`config.mk`:
```
export PLATFORM = sky130hd
export DESIGN_NAME = eeim_top
export DESIGN_NICKNAME = d
export VERILOG_FILES = /design/src/core/eeim_pkg.sv /design/src/core/eeim_change.sv /design/src/core/eeim_top.sv
export SDC_FILE = /design/constraint.sdc
export NUM_CORES = 1
export LEC_CHECK = 0
export BUFFER_PORTS_ARGS = -buffer_cell sky130_fd_sc_hd__buf_2
export CORE_UTILIZATION = 40
export DETAILED_ROUTE_END_ITERATION = 10
export GPL_TIMING_DRIVEN = 0
export PLACE_DENSITY = 0.67
export SLEW_MARGIN = 10
export SYNTH_ARGS = -nofsm -noshare
export SYNTH_HDL_FRONTEND = slang
export SYNTH_SLANG_ARGS = --single-unit
```
`constraint.sdc`:
```
create_clock -name clk -period 2.3 [get_ports clk]
set_input_delay 0.23 -clock clk [delete_from_list [all_inputs] [get_ports clk]]
set_output_delay 0.23 -clock clk [all_outputs]
set_load 0.01 [all_outputs]
```
`src/core/eeim_pkg.sv`:
```
// constants for the energy event interrupt mask block: addresses, field positions,
// event-source vector layout and reset values.
// assumes a 16-bit word address register port with 32-bit data.
package eeim_pkg;

	localparam int ADDR_W = 16;
	localparam int DATA_W = 32;
	localparam int NUM_EVT = 12;

	// register word addresses
	localparam logic [ADDR_W-1:0] EN_LOW_ADDR = 16'hE50A;
	localparam logic [ADDR_W-1:0] STATUS_ADDR = 16'hE50C;
	localparam logic [ADDR_W-1:0] MODE_ADDR = 16'hE50D;

	// reset values
	localparam logic [NUM_EVT-1:0] EN_LOW_RST = 12'h000;
	localparam logic [NUM_EVT-1:0] STATUS_RST = 12'h000;
	localparam logic [1:0] MODE_RST = 2'h0;
	localparam logic [DATA_W-1:0] RDATA_IDLE = 32'h00000000;

	// event bit positions, shared by enable and status registers
	localparam int EVT_TOT_ACT_HF = 0;
	localparam int EVT_FUND_ACT_HF = 1;
	localparam int EVT_TOT_REA_HF = 2;
	localparam int EVT_FUND_REA_HF = 3;
	localparam int EVT_APP_HF = 4;
	localparam int EVT_LINE_DONE = 5;
	localparam int EVT_ACT_SIGN_A = 6;
	localparam int EVT_SUM1_SIGN = 9;
	localparam int EVT_REA_SIGN_A = 10;

	// measurement mode register select bits
	localparam int MODE_ACT_SEL_BIT = 0;
	localparam int MODE_REA_SEL_BIT = 1;

	localparam int NUM_PHASE = 3;
	localparam int NUM_REA_PHASE = 2;

	// layout of the vector watched for changes
	localparam int SRC_TOT_ACT = 0;
	localparam int SRC_FUND_ACT = 3;
	localparam int SRC_TOT_REA = 6;
	localparam int SRC_FUND_REA = 9;
	localparam int SRC_APP = 12;
	localparam int SRC_ACT_TOT_SIGN = 15;
	localparam int SRC_ACT_FUND_SIGN = 18;
	localparam int SRC_REA_TOT_SIGN = 21;
	localparam int SRC_REA_FUND_SIGN = 23;
	localparam int SRC_SUM1_SIGN = 25;
	localparam int SRC_W = 26;

endpackage

```
`src/core/eeim_change.sv`:
```
// change detector: one pulse per bit for each cycle in which that bit differs
// from its value in the previous cycle.
// assumes inputs come from logic on the same clock.
`timescale 1ns/1ns
module eeim_change #(
	parameter int W = 8
) (
	input  wire logic         clk,
	input  wire logic         nrst,
	input  wire logic [W-1:0] din,
	output logic      [W-1:0] chg
);

	logic [W-1:0] prev_r;
	logic         primed_r;

	always_ff @(posedge clk or negedge nrst) begin
		if (!nrst) begin
			prev_r <= '0;
		end else begin
			prev_r <= din;
		end
	end

	// the first sample after reset only loads history, so a bit that
	// already sits high does not raise a false event
	always_ff @(posedge clk or negedge nrst) begin
		if (!nrst) begin
			primed_r <= 1'b0;
		end else begin
			primed_r <= 1'b1;
		end
	end

	assign chg = primed_r ? (din ^ prev_r) : '0;

endmodule

```
`src/core/eeim_top.sv`:
```
// energy event interrupt mask: sticky event status, low enable register,
// sign source selects and one level interrupt output.
// assumes the register port master and all event sources run on clk.
`timescale 1ns/1ns
//
// Function
// [RULE_01] enabled total active accumulator bit 30 toggle, any phase, raises request
// [RULE_02] enabled fundamental active accumulator bit 30 toggle, any phase, raises request
// [RULE_03] enabled total reactive accumulator bit 30 toggle, any phase, raises request
// [RULE_04] enabled fundamental reactive accumulator bit 30 toggle, any phase, raises request
// [RULE_05] enabled apparent accumulator bit 30 toggle, any phase, raises request
// [RULE_06] enabled completion of line-cycle accumulation raises request
// [RULE_07] bits 6..8 enable phase A..C active sign change; mode bit selects source
// [RULE_08] bit 9 enables sign change of first pulse output power sum
// [RULE_09] bits 10..11 enable phase A, B reactive sign change; mode bit selects source
// [RULE_10] status records events unmasked; request only for set status with enable
module eeim_top
	import eeim_pkg::*;
(
	input  wire logic                             clk,
	input  wire logic                             nrst,
	input  wire logic [eeim_pkg::ADDR_W-1:0]      addr,
	input  wire logic [eeim_pkg::DATA_W-1:0]      wdata,
	input  wire logic                             wr_en,
	input  wire logic                             rd_en,
	output logic      [eeim_pkg::DATA_W-1:0]      rdata,
	output logic                                  irq,
	input  wire logic [eeim_pkg::NUM_PHASE-1:0]   tot_act_accum_b30,
	input  wire logic [eeim_pkg::NUM_PHASE-1:0]   fund_act_accum_b30,
	input  wire logic [eeim_pkg::NUM_PHASE-1:0]   tot_rea_accum_b30,
	input  wire logic [eeim_pkg::NUM_PHASE-1:0]   fund_rea_accum_b30,
	input  wire logic [eeim_pkg::NUM_PHASE-1:0]   app_accum_b30,
	input  wire logic                             line_cycle_done,
	input  wire logic [eeim_pkg::NUM_PHASE-1:0]   act_tot_sign,
	input  wire logic [eeim_pkg::NUM_PHASE-1:0]   act_fund_sign,
	input  wire logic [eeim_pkg::NUM_REA_PHASE-1:0] rea_tot_sign,
	input  wire logic [eeim_pkg::NUM_REA_PHASE-1:0] rea_fund_sign,
	input  wire logic                             pulse_out1_sum_sign
);
	import eeim_pkg::*;

	logic [NUM_EVT-1:0] en_low_r;
	logic [NUM_EVT-1:0] status_r;
	logic [NUM_EVT-1:0] status_nxt;
	logic [1:0]         mode_r;
	logic [DATA_W-1:0]  rdata_r;
	logic               irq_r;
	logic [SRC_W-1:0]   src;
	logic [SRC_W-1:0]   chg;
	logic [NUM_EVT-1:0] evt;

	function automatic logic hit(input logic [ADDR_W-1:0] a, input logic [ADDR_W-1:0] t);
		hit = (a == t);
	endfunction

	assign src = {pulse_out1_sum_sign, rea_fund_sign, rea_tot_sign, act_fund_sign,
		act_tot_sign, app_accum_b30, fund_rea_accum_b30, tot_rea_accum_b30,
		fund_act_accum_b30, tot_act_accum_b30};

	eeim_change #(
		.W(SRC_W)
	) u_change (
		.clk (clk),
		.nrst(nrst),
		.din (src),
		.chg (chg)
	);

	assign evt[EVT_TOT_ACT_HF] = |chg[SRC_TOT_ACT +: NUM_PHASE]; // RULE_01
	assign evt[EVT_FUND_ACT_HF] = |chg[SRC_FUND_ACT +: NUM_PHASE]; // RULE_02
	assign evt[EVT_TOT_REA_HF] = |chg[SRC_TOT_REA +: NUM_PHASE]; // RULE_03
	assign evt[EVT_FUND_REA_HF] = |chg[SRC_FUND_REA +: NUM_PHASE]; // RULE_04
	assign evt[EVT_APP_HF] = |chg[SRC_APP +: NUM_PHASE]; // RULE_05
	assign evt[EVT_LINE_DONE] = line_cycle_done; // RULE_06
	assign evt[EVT_SUM1_SIGN] = chg[SRC_SUM1_SIGN]; // RULE_08

	// both sources are watched all the time and only the pulse is selected,
	// so flipping a select bit never fakes a sign change
	generate
		for (genvar i = 0; i < NUM_PHASE; i++) begin : g_act
			assign evt[EVT_ACT_SIGN_A+i] = mode_r[MODE_ACT_SEL_BIT] ?
				chg[SRC_ACT_FUND_SIGN+i] : chg[SRC_ACT_TOT_SIGN+i]; // RULE_07
		end
		for (genvar i = 0; i < NUM_REA_PHASE; i++) begin : g_rea
			assign evt[EVT_REA_SIGN_A+i] = mode_r[MODE_REA_SEL_BIT] ?
				chg[SRC_REA_FUND_SIGN+i] : chg[SRC_REA_TOT_SIGN+i]; // RULE_09
		end
	endgenerate

	always_ff @(posedge clk or negedge nrst) begin
		if (!nrst) begin
			en_low_r <= EN_LOW_RST;
		end else if (wr_en && hit(addr, EN_LOW_ADDR)) begin
			en_low_r <= wdata[NUM_EVT-1:0];
		end
	end

	always_ff @(posedge clk or negedge nrst) begin
		if (!nrst) begin
			mode_r <= MODE_RST;
		end else if (wr_en && hit(addr, MODE_ADDR)) begin
			mode_r <= wdata[1:0];
		end
	end

	// read clears; an event in the clearing cycle survives
	always_comb begin
		status_nxt = status_r;
		if (rd_en && hit(addr, STATUS_ADDR)) begin
			status_nxt = STATUS_RST;
		end
		status_nxt = status_nxt | evt; // RULE_10
	end

	always_ff @(posedge clk or negedge nrst) begin
		if (!nrst) begin
			status_r <= STATUS_RST;
		end else begin
			status_r <= status_nxt;
		end
	end

	// registered output costs one cycle of latency after the flag is set
	always_ff @(posedge clk or negedge nrst) begin
		if (!nrst) begin
			irq_r <= 1'b0;
		end else begin
			irq_r <= |(status_r & en_low_r); // RULE_10
		end
	end

	always_ff @(posedge clk or negedge nrst) begin
		if (!nrst) begin
			rdata_r <= RDATA_IDLE;
		end else begin
			rdata_r <= RDATA_IDLE;
			if (rd_en) begin
				if (hit(addr, EN_LOW_ADDR)) begin
					rdata_r[NUM_EVT-1:0] <= en_low_r;
				end else if (hit(addr, STATUS_ADDR)) begin
					rdata_r[NUM_EVT-1:0] <= status_r;
				end else if (hit(addr, MODE_ADDR)) begin
					rdata_r[1:0] <= mode_r;
				end
			end
		end
	end

	assign rdata = rdata_r;
	assign irq = irq_r;

endmodule

```
Yosys cells after proc, flatten, opt, wreduce, memory -nomap -nowiden
Index checks and enable logic that the tools add are counted.

Bitwise operators: 3. Reduce and logical (&&, ||, !) cells: 9. Muxes and demuxes: 12. Equal/unequal tests: 3.

Operator list (number): $eq 16x16->1 const B (3); $mux 12 (3); $mux 26 (1); $xor 26x26->26 (1); $reduce_or 3->1 (5); $and 12x12->12 (1); $or 12x12->12 (1); $reduce_or 12->1 (1); $mux 10 (1); $mux 1 (5); $mux 2 (2); $logic_and 1x1->1 (3).

Flip-flop bits (word level): 66. Output and inout port bits: 33.

Depth between registers and ports, before layout
Depth in word-level cells: 5. Depth in mapped cells: 5. Mapped depth without buffers: 4.

Cells and area by module
From an unflattened synthesis, not the netlist that was laid out.

Cells, all modules: 230. Area, all modules: 2951.6 um^2.

By module, submodules not included: eeim_top (times used 1, sequential area each 975.9 um^2, cells an instance 148, area an instance 1834.3 um^2); eeim_change (times used 1, sequential area each 675.6 um^2, cells an instance 82, area an instance 1117.3 um^2).

Least setup slack after synthesis
Ideal clock, no wire load.

Path type: input to register. Start: input port addr[5] in the netlist's numbering. End: register en_low_r[10]. Stages on the path: 5. Data arrival time: 1.608 ns. Library setup time: 0.125 ns. Path slack: 0.567 ns. Cell sequence: or4_4 nor4_4 nand3_2 buf_6 mux2_4.

Word-level cells in the longest chain between the ends: 2.

RTL lines: from (decl) (RTL line eeim_top.sv:22) `input wire logic [eeim_pkg::ADDR_W-1:0] addr,`; $eq 16x16->1 (RTL line eeim_top.sv:53) `hit = (a == t);`; $logic_and 1x1->1 (RTL line eeim_top.sv:93) `end else if (wr_en && hit(addr, EN_LOW_ADDR)) begin`; to (signal assigned) (RTL line eeim_top.sv:94) `en_low_r <= wdata[NUM_EVT-1:0];`; to (decl) (RTL line eeim_top.sv:42) `logic [NUM_EVT-1:0] en_low_r;`.

Every way passes these cells. A chain may end at the register's enable or synchronous reset.

Worst setup path after layout
Start: input port addr[5] in the netlist's numbering. End: register status_r[1].

Word-level cells in the longest chain between the ends: 4.

RTL lines: $eq 16x16->1 (RTL line eeim_top.sv:53); $logic_and 1x1->1 (RTL line eeim_top.sv:109) `if (rd_en && hit(addr, STATUS_ADDR)) begin`; $mux 12 (RTL line eeim_top.sv:109); $or 12x12->12 (RTL line eeim_top.sv:112) `status_nxt = status_nxt | evt;`; named net status_nxt[1] (RTL line eeim_top.sv:44) `logic [NUM_EVT-1:0] status_nxt;`; to (signal assigned) (RTL line eeim_top.sv:119) `status_r <= status_nxt;`; to (decl) (RTL line eeim_top.sv:43) `logic [NUM_EVT-1:0] status_r;`.

The timed path passes the listed nets, and every way through them passes these cells.

==> metrics <==
status complete, but fails checks; failing checks hold timing; Setup crit end kind flop; routability cong. 0.768; Starting Density 41.4%; most common cell after layout, fill and taps aside buf_2; Cell Chain, Critical Path buf_2, or4_4, nor4_4, nand2_1, buf_2, a22o_1; Hold Slack -0.0312 ns; core area 6790 um2; WP data required 2.52 ns; Slew Limit Fails 0; CTS tree built; vias 1875; CTS Hold Bufs 0; setup bufs post-CTS 0; worst hold path type input pin to asynchronous set/reset pin; Final Cycle Share 69.4%; Post-Route Skew 0.00540 ns; relative slew slack 46.4%; Port Buf Inserts 71; Sink Count 66; TritonRoute pass-1 iters 4; ANT cells 0; Clock Latency Late Sink 0.33 ns; total track usage 15.1%; Rows 30; CP max FO 10; most frequent cells in the layout buf_2 (72), dfrtp_1 (66), buf_4 (21), conb_1 (21), xnor2_1 (20); VDD IR max 0.429 mV; Cells after Synth 214; cts repair resizes 0; Die W 85.9 um; critical path type input pin to flop; Crit path buffers/inverters 2; Setup-failing EPs final 0; Synth cell types 31; Inserted Clock Buffers 9; initial antenna violation count 0; post-synthesis average cell area 13.1 um2; Setup TNS 0 ns; slowest cell on the critical path or4_4; Critical Path AT 1.82 ns; final WL 5160 um; P&R area growth vs syn 26.5%; pin count of the biggest net entering global routing 67; Slew @ Worst Pin 0.804 ns; WL/cell 12.4 um; root buffer cell clkbuf_8; vias in the first global route 1750; # nets final 394; sequential-to-total area share from yosys stat 58.7%; Leak 1.73 nW; Tmin final 1.60 ns; Vert. Die Dim 85.9 um; first-pass GRT wire length 8270 um; CP startpoint kind input pin; crit-path leading delay family simple AND/OR/NAND/NOR gates; final hold violation count 30; post-route ant nets 0; Max stage delay on crit path 0.58 ns; pwr dens 665 nW/um2; Seq cells post-synth 66; Syn Std Cell Area 2810 um2; die area 7370 um2; average vias per placed instance 4.51; max cap viols 0; Max clock buf depth 2; 1st-iter DRT viols 98; # H-tree levels 3; dpl hpwl 3870 um; Max Freq 627 MHz; layout cells sized above 1 39.1%; Ys Warns 0; DR DRC count 0; clock slew at reported path FFs 0.07 ns; I/O Pins 112; Worst path most repeated cell buf_2; GR Overflow Total 0; RSZ-0062 raised after global routing no
report_power, final:
group / total, mW / switching (mW) / internal [mW]
clock network: 0.973 / 0.413 / 0.560
logic: 0.199 / 0.101 / 0.0977
registers: 1.20 / 0.0103 / 1.18
total: 2.37 / 0.525 / 1.84
stage by stage:
step                      area [um2]  util (%)  total power, mW  cells  worst slack [ns]
final                           3560      52.4             2.37    416             0.704
after global routing            3560      52.4             2.46    416             0.639
after CTS                       3560      52.4             2.39    416             0.728
after detailed placement        3360      49.5             1.42    400             0.365
after global placement          3360      49.5             1.41    400             0.389
after floorplan                 2890         -             1.32    233             0.567
path summary, 6_finish.rpt:
path                                 startpoint             endpoint  slack [ns]  cells after the start
setup reg to reg                    en_low_r[9]                  irq        1.19                      3
max in group asynchronous                  nrst  u_change.prev_r[24]        1.78                      1
hold reg to reg               u_change.primed_r         status_r[10]        0.49                      1
min in group clk           tot_rea_accum_b30[0]   u_change.prev_r[6]        0.02                      1
hold / removal                             nrst             rdata[4]       -0.03                      1
setup / recovery                        addr[5]          status_r[1]        0.70                      6
synth_stat cells:
cell type	n	area share [%]
a21o_1	1	0.27
a21oi_1	2	0.36
a221oi_1	3	0.93
a22o_1	14	4.4
a22oi_1	10	2.7
and2b_1	1	0.27
and4_1	1	0.31
buf_2	2	0.36
buf_4	20	5.3
buf_6	1	0.40
clkbuf_1	3	0.40
conb_1	2	0.27
dfrtp_1	66	59
mux2_2	4	1.6
mux2_4	10	5.3
nand2_1	7	0.93
nand2b_1	1	0.22
nand3_1	8	1.4
nand3_2	1	0.36
nand3b_1	2	0.53
nand4b_1	1	0.31
nor2_1	10	1.3
nor2b_1	3	0.67
nor4_1	2	0.44
nor4_4	2	1.5
o211a_1	2	0.71
o21ai_0	7	1.2
or4_1	1	0.27
or4_4	1	0.40
xnor2_1	20	6.2
xor2_1	6	1.9
flip-flops by register name, indices dropped and copies added, names as in the netlist:
signal,flops
status_r,12
mode_r,2
rdata,12
u_change.prev_r,26
en_low_r,12
u_change.primed_r,1
irq,1
layout make-up:
cell class	instances	area, um2
repair buffers	71	358
well taps	96	120
clock buffers	14	163
plain buffers	26	183
clock inverters	2	35.0
multi-input cells	141	1050
flip-flops and latches	66	1650
fillers	614	3230
routing by layer:
| metal | up-vias | wire length, um | global-route usage (%) |
|---|---|---|---|
| li1 | 925 | - | - |
| met1 | 866 | 2330 | 18.8 |
| met2 | 70 | 2370 | 23.3 |
| met3 | 14 | 304 | 3.75 |
| met4 | 0 | 153 | 10.0 |
| met5 | - | 0 | 0 |
cells by family (layout without fill, tap and decap cells):
family                    after synthesis  after routing  synth area share [%]
xor gates and xnor gates               26             26                  8.09
DFF                                    66             66                  58.7
other                                   2             21                 0.267
and+or+nand+nor                        41             41                  8.98
buffers and inverters                  26            113                  6.49
AOI/OAI and AO/OA                      39             39                  10.5
muxes                                  14             14                  6.94
No activity file was read; power rests on OpenSTA's default activity.
